===== config.mk =====
export PLATFORM = sky130hd
export DESIGN_NAME = gpp_port
export DESIGN_NICKNAME = d
export VERILOG_FILES = /design/src/rtl/gpp_pkg.sv /design/src/rtl/gpp_port.sv
export VERILOG_INCLUDE_DIRS = /design/src /design/src/rtl
export SDC_FILE = /design/constraint.sdc
export NUM_CORES = 1
export LEC_CHECK = 0
export CAP_MARGIN = 0
export CORE_MARGIN = 2
export CORE_UTILIZATION = 55
export DETAILED_ROUTE_END_ITERATION = 8
export DONT_BUFFER_PORTS = 1
export PLACE_DENSITY = 0.79
export SYNTH_ARGS = -nofsm -noshare
export SYNTH_HDL_FRONTEND = slang
export SYNTH_SLANG_ARGS = --single-unit

===== constraint.sdc =====
create_clock -name ref_clk -period 6 [get_ports ref_clk]
set_input_delay 1.2 -clock ref_clk [delete_from_list [all_inputs] [get_ports ref_clk]]
set_output_delay 1.2 -clock ref_clk [all_outputs]
set_load 0.01 [all_outputs]

===== src/rtl/gpp_consts.svh =====
// Function
// - up to eight pins, one bit each
// - inputs synchronised, frozen when input disabled
// - pin value readable in either direction
// - reset: drivers off, inputs enabled
// - pin n config at register index 0x10 plus n
// - enable write and set port
// - level set and clear ports
// - level flip or input write inverts level
// - enable clear and flip ports
// - invert bit flips input and output, not a peripheral override output
// - invert change gives a visible edge
// - pull-high bit turns on pull-up
// - sense change may drop or defer events
// - wake rules per sense and pin kind
// - alias registers act like regular ones
// - peripheral override per pin
// - flag sets, request holds until cleared
// - one-cycle pulse minimum
// - three-cycle dead time after event, none on fully asynchronous pins
// - event output per pin, no inputs
// - config kept in sleep, sync needs clock
`ifndef GPP_CONSTS_SVH
`define GPP_CONSTS_SVH
// register indices, byte address is four times the index
`define GPP_IX_DIR    6'h00
`define GPP_IX_DSET   6'h01
`define GPP_IX_DCLR   6'h02
`define GPP_IX_DFLIP  6'h03
`define GPP_IX_OUT    6'h04
`define GPP_IX_OSET   6'h05
`define GPP_IX_OCLR   6'h06
`define GPP_IX_OFLIP  6'h07
`define GPP_IX_IN     6'h08
`define GPP_IX_FLAGS  6'h09
`define GPP_IX_PCTRL  6'h0a
`define GPP_IX_CFG0   6'h10
`define GPP_IX_ADIR   6'h20
`define GPP_IX_AOUT   6'h21
`define GPP_IX_AIN    6'h22
`define GPP_IX_AFLAGS 6'h23
`define GPP_CFG_INV   7
`define GPP_CFG_PULL  3
`define GPP_DEAD_CYC  2'h3
`define GPP_RESP_OK   2'h0
`define GPP_RESP_ERR  2'h2
`endif


===== src/rtl/gpp_pkg.sv =====
package gpp_pkg;
   typedef enum logic [2:0] {
      GPP_SNS_NONE = 3'b000,
      GPP_SNS_ANY  = 3'b001,
      GPP_SNS_RISE = 3'b010,
      GPP_SNS_FALL = 3'b011,
      GPP_SNS_OFF  = 3'b100,
      GPP_SNS_LOW  = 3'b101
   } gpp_sense_t;
   typedef struct packed {
      logic       inv;
      logic       pull;
      logic [2:0] sense;
   } gpp_pcfg_t;
   typedef struct packed {
      logic        awvalid;
      logic [7:0]  awaddr;
      logic        wvalid;
      logic [31:0] wdata;
      logic [3:0]  wstrb;
      logic        bready;
      logic        arvalid;
      logic [7:0]  araddr;
      logic        rready;
   } gpp_axi_req_t;
   typedef struct packed {
      logic        awready;
      logic        wready;
      logic        bvalid;
      logic [1:0]  bresp;
      logic        arready;
      logic        rvalid;
      logic [31:0] rdata;
      logic [1:0]  rresp;
   } gpp_axi_rsp_t;
   typedef struct packed {
      logic [7:0] en;
      logic [7:0] oe;
      logic [7:0] out;
   } gpp_ovr_t;
   typedef struct packed {
      logic [7:0] oe;
      logic [7:0] out;
      logic [7:0] pull;
      logic [7:0] ev;
   } gpp_pin_o_t;
   typedef struct packed {
      logic [7:0]            dir;
      logic [7:0]            out;
      logic [7:0]            flags;
      logic [7:0]            sync1;
      logic [7:0]            sync2;
      logic [7:0]            prev;
      gpp_pcfg_t [7:0]       cfg;
      logic [7:0][1:0]       dead;
      logic                  slew;
      logic                  aw_got;
      logic                  w_got;
      logic [7:0]            awaddr;
      logic [7:0]            wdata;
      logic                  wen;
      logic                  awrdy;
      logic                  wrdy;
      logic                  bvalid;
      logic [1:0]            bresp;
      logic                  arrdy;
      logic                  rvalid;
      logic [1:0]            rresp;
      logic [7:0]            rdata;
      gpp_pin_o_t            pin;
      logic                  irq;
      logic                  wake;
   } gpp_state_t;
endpackage


===== src/rtl/gpp_port.sv =====
`timescale 1ns/1ps
`include "gpp_consts.svh"
module gpp_port #(
   parameter int         NPINS      = 8,
   parameter logic [7:0] ASYNC_MASK = 8'h00
) (
   input  wire logic                  ref_clk,
   input  wire logic                  resetn,
   input  wire logic                  ce,
   input  wire gpp_pkg::gpp_axi_req_t rq,
   output gpp_pkg::gpp_axi_rsp_t      rsp,
   input  wire logic [7:0]            pin_in,
   input  wire gpp_pkg::gpp_ovr_t     ovr,
   output gpp_pkg::gpp_pin_o_t        pin_o,
   output logic                       slew_limit,
   output logic                       irq,
   output logic                       wake
);
   // ==========================================================
   // parameters
   localparam logic [7:0] PMASK = 8'((16'h1 << NPINS) - 16'h1);

   generate
      if (NPINS < 1 || NPINS > 8) begin : g_bad
         $error("NPINS must lie between 1 and 8");
      end
   endgenerate

   gpp_pkg::gpp_state_t st;
   gpp_pkg::gpp_state_t n;
   logic [7:0]          pval;
   logic [7:0]          hit;
   logic [7:0]          in_on;
   logic [7:0]          flag_clr;
   logic [5:0]          widx;
   logic [5:0]          ridx;
   logic                do_wr;
   logic [7:0]          d8;

   // ==========================================================
   // helpers
   function automatic logic [7:0] sense_on(
      input gpp_pkg::gpp_pcfg_t [7:0] c);
      logic [7:0] m;
      m = 8'h00;
      for (int i = 0; i < 8; i++) begin
         unique case (gpp_pkg::gpp_sense_t'(c[i].sense))
            gpp_pkg::GPP_SNS_ANY,
            gpp_pkg::GPP_SNS_RISE,
            gpp_pkg::GPP_SNS_FALL,
            gpp_pkg::GPP_SNS_LOW: m[i] = 1'b1;
            default:              m[i] = 1'b0;
         endcase
      end
      return m;
   endfunction

   // rising or falling only wakes on fully asynchronous pins
   function automatic logic [7:0] wake_ok(
      input gpp_pkg::gpp_pcfg_t [7:0] c);
      logic [7:0] m;
      m = 8'h00;
      for (int i = 0; i < 8; i++) begin
         unique case (gpp_pkg::gpp_sense_t'(c[i].sense))
            gpp_pkg::GPP_SNS_ANY,
            gpp_pkg::GPP_SNS_LOW:  m[i] = 1'b1;
            gpp_pkg::GPP_SNS_RISE,
            gpp_pkg::GPP_SNS_FALL: m[i] = ASYNC_MASK[i];
            default:               m[i] = 1'b0;
         endcase
      end
      return m;
   endfunction

   function automatic logic [9:0] rd_word(input logic [5:0] ix);
      logic [5:0] r;
      logic [9:0] v;
      r = ix;
      v = {`GPP_RESP_OK, 8'h00};
      unique case (ix)
         `GPP_IX_ADIR:   r = `GPP_IX_DIR;
         `GPP_IX_AOUT:   r = `GPP_IX_OUT;
         `GPP_IX_AIN:    r = `GPP_IX_IN;
         `GPP_IX_AFLAGS: r = `GPP_IX_FLAGS;
         default:        r = ix;
      endcase
      if (r[5:3] == `GPP_IX_CFG0 >> 3) begin
         v[`GPP_CFG_INV]  = st.cfg[r[2:0]].inv;
         v[`GPP_CFG_PULL] = st.cfg[r[2:0]].pull;
         v[2:0]           = st.cfg[r[2:0]].sense;
      end else begin
         unique case (r)
            `GPP_IX_DIR, `GPP_IX_DSET,
            `GPP_IX_DCLR, `GPP_IX_DFLIP: v[7:0] = st.dir;
            `GPP_IX_OUT, `GPP_IX_OSET,
            `GPP_IX_OCLR, `GPP_IX_OFLIP: v[7:0] = st.out;
            `GPP_IX_IN:    v[7:0] = pval & PMASK;
            `GPP_IX_FLAGS: v[7:0] = st.flags;
            `GPP_IX_PCTRL: v[0]   = st.slew;
            default:       v[9:8] = `GPP_RESP_ERR;
         endcase
      end
      return v;
   endfunction

   // ==========================================================
   // next state
   always_comb begin
      n        = st;
      flag_clr = 8'h00;
      d8       = st.wdata & PMASK;
      widx     = st.awaddr[7:2];
      do_wr    = st.aw_got && st.w_got;
      ridx     = widx;
      pval     = st.sync2 ^ {st.cfg[7].inv, st.cfg[6].inv,
                             st.cfg[5].inv, st.cfg[4].inv,
                             st.cfg[3].inv, st.cfg[2].inv,
                             st.cfg[1].inv, st.cfg[0].inv};
      hit      = 8'h00;
      in_on    = 8'h00;

      // pin input path
      for (int i = 0; i < 8; i++) begin
         in_on[i] = (st.cfg[i].sense != 3'(gpp_pkg::GPP_SNS_OFF))
                    && PMASK[i];
         // no clock to the synchroniser while disabled; prev holds
         // too, so a change across the gap fires on re-enable
         if (in_on[i]) begin
            n.sync1[i] = pin_in[i];
            n.sync2[i] = st.sync1[i];
            n.prev[i]  = pval[i];
         end
         if (in_on[i] && (st.dead[i] == 2'h0 || ASYNC_MASK[i])) begin
            unique case (gpp_pkg::gpp_sense_t'(st.cfg[i].sense))
               gpp_pkg::GPP_SNS_ANY:  hit[i] = pval[i] ^ st.prev[i];
               gpp_pkg::GPP_SNS_RISE: hit[i] = pval[i] & ~st.prev[i];
               gpp_pkg::GPP_SNS_FALL: hit[i] = ~pval[i] & st.prev[i];
               gpp_pkg::GPP_SNS_LOW:  hit[i] = ~pval[i];
               default:               hit[i] = 1'b0;
            endcase
         end
         if (hit[i]) begin
            n.dead[i] = `GPP_DEAD_CYC;
         end else if (st.dead[i] != 2'h0) begin
            n.dead[i] = st.dead[i] - 2'h1;
         end
      end

      // bus write
      if (do_wr) begin
         n.aw_got = 1'b0;
         n.w_got  = 1'b0;
         n.bvalid = 1'b1;
         n.bresp  = `GPP_RESP_OK;
         unique case (widx)
            `GPP_IX_ADIR:   ridx = `GPP_IX_DIR;
            `GPP_IX_AOUT:   ridx = `GPP_IX_OUT;
            `GPP_IX_AIN:    ridx = `GPP_IX_IN;
            `GPP_IX_AFLAGS: ridx = `GPP_IX_FLAGS;
            default:        ridx = widx;
         endcase
         if (ridx[5:3] == `GPP_IX_CFG0 >> 3) begin
            if (st.wen) begin
               n.cfg[ridx[2:0]].inv   = st.wdata[`GPP_CFG_INV];
               n.cfg[ridx[2:0]].pull  = st.wdata[`GPP_CFG_PULL];
               n.cfg[ridx[2:0]].sense = st.wdata[2:0];
            end
         end else begin
            unique case (ridx)
               `GPP_IX_DIR:   if (st.wen) n.dir = d8;
               `GPP_IX_DSET:  if (st.wen) n.dir = st.dir | d8;
               `GPP_IX_DCLR:  if (st.wen) n.dir = st.dir & ~d8;
               `GPP_IX_DFLIP: if (st.wen) n.dir = st.dir ^ d8;
               `GPP_IX_OUT:   if (st.wen) n.out = d8;
               `GPP_IX_OSET:  if (st.wen) n.out = st.out | d8;
               `GPP_IX_OCLR:  if (st.wen) n.out = st.out & ~d8;
               `GPP_IX_OFLIP,
               `GPP_IX_IN:    if (st.wen) n.out = st.out ^ d8;
               `GPP_IX_FLAGS: if (st.wen) flag_clr = d8;
               `GPP_IX_PCTRL: if (st.wen) n.slew = st.wdata[0];
               default:       n.bresp = `GPP_RESP_ERR;
            endcase
         end
      end
      // a new event in the clearing cycle survives
      n.flags = ((st.flags & ~flag_clr) | hit) & PMASK;

      // write address and data channels, either order
      if (rq.awvalid && st.awrdy) begin
         n.aw_got = 1'b1;
         n.awaddr = rq.awaddr;
      end
      if (rq.wvalid && st.wrdy) begin
         n.w_got = 1'b1;
         n.wdata = rq.wdata[7:0];
         n.wen   = rq.wstrb[0];
      end
      if (st.bvalid && rq.bready) begin
         n.bvalid = 1'b0;
      end
      n.awrdy = !n.aw_got && !n.bvalid && !do_wr;
      n.wrdy  = !n.w_got && !n.bvalid && !do_wr;

      // read channel
      if (st.rvalid && rq.rready) begin
         n.rvalid = 1'b0;
      end
      if (rq.arvalid && st.arrdy) begin
         n.rvalid            = 1'b1;
         {n.rresp, n.rdata}  = rd_word(rq.araddr[7:2]);
      end
      n.arrdy = !n.rvalid;

      // pin outputs, peripheral wins where it is enabled
      for (int i = 0; i < 8; i++) begin
         if (ovr.en[i] && PMASK[i]) begin
            n.pin.oe[i]  = ovr.oe[i];
            n.pin.out[i] = ovr.out[i];
         end else begin
            n.pin.oe[i]  = n.dir[i];
            n.pin.out[i] = n.out[i] ^ n.cfg[i].inv;
         end
         n.pin.pull[i] = n.cfg[i].pull && PMASK[i];
         n.pin.ev[i]   = in_on[i] ? pval[i] : 1'b0;
      end
      n.irq  = |(n.flags & sense_on(n.cfg));
      n.wake = |(n.flags & wake_ok(n.cfg));
   end

   // ==========================================================
   // state register
   // ce low freezes every bit, synchronisers included, just as
   // a stopped main clock would
   always_ff @(posedge ref_clk or negedge resetn) begin
      if (!resetn) begin
         st <= '0;
      end else if (ce) begin
         st <= n;
      end
   end

   // ==========================================================
   // outputs
   assign rsp.awready = st.awrdy;
   assign rsp.wready  = st.wrdy;
   assign rsp.bvalid  = st.bvalid;
   assign rsp.bresp   = st.bresp;
   assign rsp.arready = st.arrdy;
   assign rsp.rvalid  = st.rvalid;
   assign rsp.rdata   = {24'h000000, st.rdata};
   assign rsp.rresp   = st.rresp;
   assign pin_o       = st.pin;
   assign slew_limit  = st.slew;
   assign irq         = st.irq;
   assign wake        = st.wake;

   logic wr_idx_ok;
   assign wr_idx_ok = ce && do_wr && st.wen;
endmodule


# Word level (Yosys, flattened, before mapping)
# Cells that the tools add are included.
[classes]
n_addsub = 8
order_cmp = 3
n_eq_ne = 102
n_mux = 122
bitwise = 62
n_reduce_logical = 94
[ops]
columns = ["op", "count"]
rows = [
  ["$bwmux W40", 3],
  ["$mux W40", 3],
  ["$eq A3 B2 Y1 const B", 34],
  ["$mux W8", 12],
  ["$pmux W8 S4", 2],
  ["$mux W1", 53],
  ["$eq A3 B1 Y1 const B", 16],
  ["$eq A3 B3 Y1 const B", 16],
  ["$eq A6 B3 Y1 const B", 8],
  ["$eq A6 B6 Y1 const B", 8],
  ["$pmux W6 S4", 2],
  ["$demux W5 S3", 3],
  ["$mux W2", 21],
  ["$and A8 B8 Y8", 5],
  ["$reduce_and A2 Y1", 20],
  ["$reduce_or A4 Y1", 10],
  ["$eq A6 B4 Y1 const B", 6],
  ["$mux W16", 2],
  ["$pmux W1 S4", 8],
  ["$reduce_bool A2 Y1", 16],
  ["$pmux W7 S4", 1],
  ["$eq A6 B2 Y1 const B", 4],
  ["$ne A3 B3 Y1 const B", 8],
  ["$or A8 B8 Y8", 3],
  ["other kinds (24)", 127],
]
[totals]
ff_bits = 175
input_bits = 92

# Depth between registers and ports, before layout
[logic_depth]
depth_word = 18
ltp_mapped = 10
ltp_nobuf = 10

# Worst setup path before layout
# OpenSTA, ideal clock, no wires.
[synth_timing]
path_kind = "input port to flip-flop"
start = "input port rq[4] in the netlist's numbering"
end = "register st, in the netlist rsp[5]"
setup_ns = 0.136
arrival_ns = 2.655
path_slack_ns = 3.209
stages = 7
cell_sequence = "clkbuf_1 mux2_2 and3_1 clkbuf_1 a222oi_1 o31a_1 o21ai_0"
[synth_between]
elab_chain_len = 7
word_cells_on_any_way = 23
classes_between = "eq/ne: 14; mux: 6; reduce/logical: 3"
[synth_rtl]
columns = ["element", "line", "rtl"]
rows = [
  ["start: declaration", "gpp_port.sv:10", "input wire gpp_pkg::gpp_axi_req_t rq,"],
  ["$eq A6 B6 Y1", "gpp_port.sv:80", "unique case (ix)"],
  ["$pmux W6 S4 (*)", "gpp_port.sv:80", ""],
  ["$mux W6 (*)", "gpp_port.sv:208", "if (rq.arvalid && st.arrdy) begin"],
  ["$eq A6 B3 Y1, or another cell as far along", "gpp_port.sv:92", "unique case (r)"],
  ["$reduce_or A4 Y1", "gpp_port.sv:92", ""],
  ["$pmux W7 S4", "gpp_port.sv:92", ""],
  ["$mux W4 (*)", "gpp_port.sv:87", "if (r[5:3] == `GPP_IX_CFG0 >> 3) begin"],
  ["end signal: assignment", "gpp_port.sv:238", "st <= n;"],
  ["end: declaration", "gpp_port.sv:29", "gpp_pkg::gpp_state_t st;"],
]
# Every way passes the cells marked *; elsewhere a longest branch is shown, timed or not. The select of a mux whose other input is x is not followed.
# A chain may end at the register's enable or synchronous reset.

# Worst setup path after layout
[layout_timing]
start = "register st[66] in the netlist's numbering"
end = "register st, in the netlist irq"
[layout_between]
elab_chain_len = 16
word_cells_on_any_way = 77
classes_between = "order compare: 2; eq/ne: 38; mux: 23; bitwise: 4; reduce/logical: 10"
[layout_rtl]
columns = ["element", "line", "rtl"]
rows = [
  ["$eq A6 B6 Y1", "gpp_port.sv:155", "unique case (widx)"],
  ["$pmux W6 S4 (*)", "gpp_port.sv:155", ""],
  ["$mux W6 (*)", "gpp_port.sv:150", "if (do_wr) begin"],
  ["$lt A3 B4 Y1 (implied by the code) / $ge A3 B1 Y1 (equally long branches)", "gpp_port.sv:166", "n.cfg[ridx[2:0]].sense = st.wdata[2:0];"],
  ["$logic_and A1 B1 Y1 (implied by the code)", "gpp_port.sv:166", ""],
  ["$mux W3 (implied by the code)", "gpp_port.sv:166", ""],
  ["$demux W5 S3", "gpp_port.sv:166", ""],
  ["$bwmux W40", "gpp_port.sv:166", ""],
  ["$mux W40", "gpp_port.sv:163", "if (st.wen) begin"],
  ["$mux W40", "gpp_port.sv:162", "if (ridx[5:3] == `GPP_IX_CFG0 >> 3) begin"],
  ["$mux W40", "gpp_port.sv:150", ""],
  ["$eq A3 B1 Y1, or another cell as far along", "gpp_port.sv:47", "unique case (gpp_pkg::gpp_sense_t'(c[i].sense))"],
  ["$reduce_or A4 Y1", "gpp_port.sv:47", ""],
  ["$mux W1", "gpp_port.sv:47", ""],
  ["$and A8 B8 Y8 (*)", "gpp_port.sv:226", "n.irq = |(n.flags & sense_on(n.cfg));"],
  ["$reduce_or A8 Y1 (*)", "gpp_port.sv:226", ""],
]
# Marks and branches as above.

==> run_results.csv <==
group,metric,value,unit
status,outcome,"finished, violations left",
status,violations,"design-rule violations",
place,io_buffers,0,
route,drc_errors,9,
sta,rsz0062_at_grt,"no",
critical_path,critPathLaunchType,"flop",
layout,finalNetCount,1164,
global_route,grt-ovfl-total,0,
floorplanning,start_util,56.4,%
place,dp_hpwl,17900,um
critical_path,cp.required,6320,ps
critical_path,worstSetupPathType,"reg -> reg",
synthesis,yosys.area.top_type,"dfrtp_1",
cts,htreeDepth,4,
pwr,p_int,2560,uW
critical_path,worstPathMaxFanout,12,
floorplanning,die_w,140,um
synthesis,synth_area_per_cell,9.34,um2
route,vias_per_cell,6.28,
place,dpl_cell_area,9840,um2
pwr,switching_power,1590,uW
synthesis,yosys.area.top_type_share,40.0,%
floorplanning,rows,49,
critical_path,crit_arrival,3600,ps
global_route,grt_pass1_wl,41100,um
hold_path,worstHoldPathType,"in -> async",
floorplanning,die_h,140,um
synthesis,async_reset_ff_share,100,%
synthesis,synth.distinct_cells,66,
place,gp_congestion,0.970,
pwr,comb_power_share,31.1,%
critical_path,startpoint,"st[66]",
cts,cts_buffer_depth,2,
layout,final_design_area_no_fill,10400,um2
pwr,seq_power_share,42.8,%
sta,finalCritPeriodShare,54.7,%
critical_path,reg2reg_from,"st[66]",
floorplanning,coreArea,18100,um2
cts,cts_buffers,17,
sta,min_period,3280,ps
global_route,grt_usage,26.6,%
synthesis,synth_area,10200,um2
sta,max_freq,305,MHz
cts,postCtsHoldBufs,0,
synthesis,synth_area_leaders,"dfrtp_1 40%, ha_1 6.9%, buf_4 5.4%",
layout,synthToLayoutAreaGrowth,2.18,%
sta,worst_pin_slew,1080,ps
global_route,grt_start_max_net_pins,164,
synthesis,ys_seq_area_share,40.0,%
pwr,power_density,398,nW/um2
sta,setup_viol,0,
synthesis,ys_seq_elements,163,
sta,final_max_slew_viol_count,0,
cts,cts_sinks,163,
route,drtPass1Iterations,9,
route,wire_per_inst,20.4,um
floorplanning,io_pins,168,
cts,tritoncts,"done",
pwr,p_leak,0.00458,uW
layout,ff_latch_area,4080,um2
critical_path,reg2reg_slack,2720,ps
synthesis,yosys_warnings,0,
sta,skew,9.45,ps
sta,worst_slew_margin_rel,27.2,%
sta,hold_viol_final,0,
critical_path,r2r-end,"irq",
synthesis,synth_edf_count,0,
global_route,antenna_found_initial,0,
floorplanning,die_area,19600,um2
global_route,grt_pass1_vias,7783,
pwr,ir_drop,0.232,mV
run,maxCapViolCount,0,
critical_path,rr_worst_depth,6,
layout,multi_input_area,5210,um2
route,drtAntennaViolNets,0,
layout,n_antenna_cell,0,
route,routed_wl,25700,um
layout,post-route-util,57.6,%
pwr,clockPowerShare,26.1,%
cts,clk_pin_slew,60,ps
cts,ctsResizeCount,0,
route,drt_iter0_drc,872,
sta,tns,0,ps
layout,fillers,1544,
synthesis,ys.flop_type,"dfrtp_1",
cts,cts_root_buf,"clkbuf_16",
route,via_count,7893,
cts,clock_latency,430,ps
pwr,swShare,38.4,%
cts,cts_setup_buffers,0,
critical_path,cp-end-kind,"flop",
layout,drive_above_1_share,8.17,%
synthesis,syn_inst,1092,
[worst max-delay path: stages (launching register included)]
cell	delay, ps
dfrtp_1	630
nor4bb_1	980
and4_1	450
mux2_2	370
a222oi_1	320
nand3_1	210
o22a_1	220
[layer usage]
metal | wire length (um) | track usage, % | share of wire [%]
met1 | 10500 | 34.7 | 41
met2 | 11900 | 42.8 | 46
met3 | 2420 | 7.18 | 9.4
met4 | 786 | 9.78 | 3.1
met5 | 0 | 0 | 0
[power groups by stage]
stage | logic (uW) | clock network [uW] | registers, uW
3_5_place_dp | 1270 | 0 | 1790
2_1_floorplan | 1230 | 0 | 1570
5_1_grt | 1450 | 1140 | 1820
4_1_cts | 1280 | 1100 | 1770
6_report | 1290 | 1080 | 1780
3_3_place_gp | 1210 | 0 | 1770
[layout by cell type (no fill, tap or decap), drive strengths merged, types with 5 or more instances in the layout]
cell	netlist	layout
a2bb2oi	9	9
nor3	20	20
o21ai	90	90
a221o	8	8
inv	65	65
nand2b	6	6
nand3	39	39
nor2b	21	21
xor2	9	9
ha	56	56
nor2	47	47
o21a	10	10
a21oi	64	64
o22a	5	5
nand4	9	9
a31oi	12	12
clkbuf	33	23
dfrtp	163	163
a222oi	5	5
nand2	120	120
nand3b	6	6
nor3b	11	11
o21bai	6	6
a221oi	11	11
conb	1	26
mux2i	44	44
o2bb2ai	8	8
a22o	5	5
o211ai	10	10
a22oi	15	15
mux2	44	44
[cell families (layout without fill, tap and decap cells)]
| family | count (synthesis) | count (layout) | share of synthesized area (%) |
|---|---|---|---|
| AND/OR/NAND/NOR | 297 | 297 | 14.3 |
| AO/OA/AOI/OAI | 290 | 290 | 18.8 |
| buffers and inverters | 188 | 99 | 9.80 |
| flip-flops | 163 | 163 | 40.0 |
| multiplexers | 88 | 88 | 9.47 |
| adder cells (fa/ha/maj) | 56 | 56 | 6.87 |
| XOR/XNOR | 9 | 9 | 0.773 |
| other | 1 | 26 | 0.0368 |
[layout make-up]
cell class              count  area share [%]
clock inverters             8           0.973
flip-flops and latches    163            39.1
inverters                  66            2.38
clock buffers              23            4.59
repair buffers              2           0.144
multi-input cells         766            50.0
well taps                 229            2.75
[metrics by stage]
stage	hold WS (ps)	power, uW	std cells	worst slack (ps)
global route	438	4420	1257	2650
CTS	454	4150	1257	2810
finish	459	4150	1257	2720
detailed placement	476	3060	1226	2840
floorplan	451	2800	1117	3210
global placement	475	2980	1226	2830
[state kept, by name (all words and copies together) (netlist names)]
register and flops:
d8 8, irq 1, pin_o 31, rsp 15
slew_limit 1, st 106, wake 1
[synthesized netlist by cell type, types with 3 or more instances]
| cell type | n |
|---|---|
| a221o_1 | 8 |
| a221oi_1 | 11 |
| a22oi_1 | 15 |
| nand3_1 | 39 |
| mux2_4 | 8 |
| nor3_1 | 18 |
| a22o_1 | 5 |
| mux2i_1 | 44 |
| o22ai_1 | 4 |
| nand2_1 | 120 |
| nor2_1 | 46 |
| nand3b_1 | 6 |
| buf_2 | 10 |
| o22a_1 | 5 |
| a211o_1 | 4 |
| a222oi_1 | 5 |
| and4_1 | 3 |
| nand4_1 | 9 |
| o21a_1 | 10 |
| buf_4 | 73 |
| o21ai_0 | 87 |
| o221ai_1 | 4 |
| xor2_1 | 9 |
| a2bb2oi_1 | 9 |
| mux2_2 | 36 |
| a31oi_1 | 12 |
| buf_1 | 5 |
| nor3b_1 | 10 |
| nand2b_1 | 6 |
| clkbuf_1 | 33 |
| o21bai_1 | 6 |
| inv_1 | 65 |
| and3b_1 | 4 |
| o2bb2ai_1 | 8 |
| o31ai_1 | 4 |
| o21ai_1 | 3 |
| ha_1 | 56 |
| o31a_1 | 4 |
| o211ai_1 | 10 |
| nor2b_1 | 21 |
| dfrtp_1 | 163 |
| a21o_1 | 4 |
| a21oi_1 | 63 |
[worst max path at each step]
stage                   to  slack, ps  cells past startpoint
detailed placement     irq       2840                      6
global placement       irq       2830                      6
floorplan           rsp[5]       3210                      7
CTS                    irq       2810                      6
global route           irq       2650                      6
finish                 irq       2720                      6
Power figures use the tool's default switching activity.
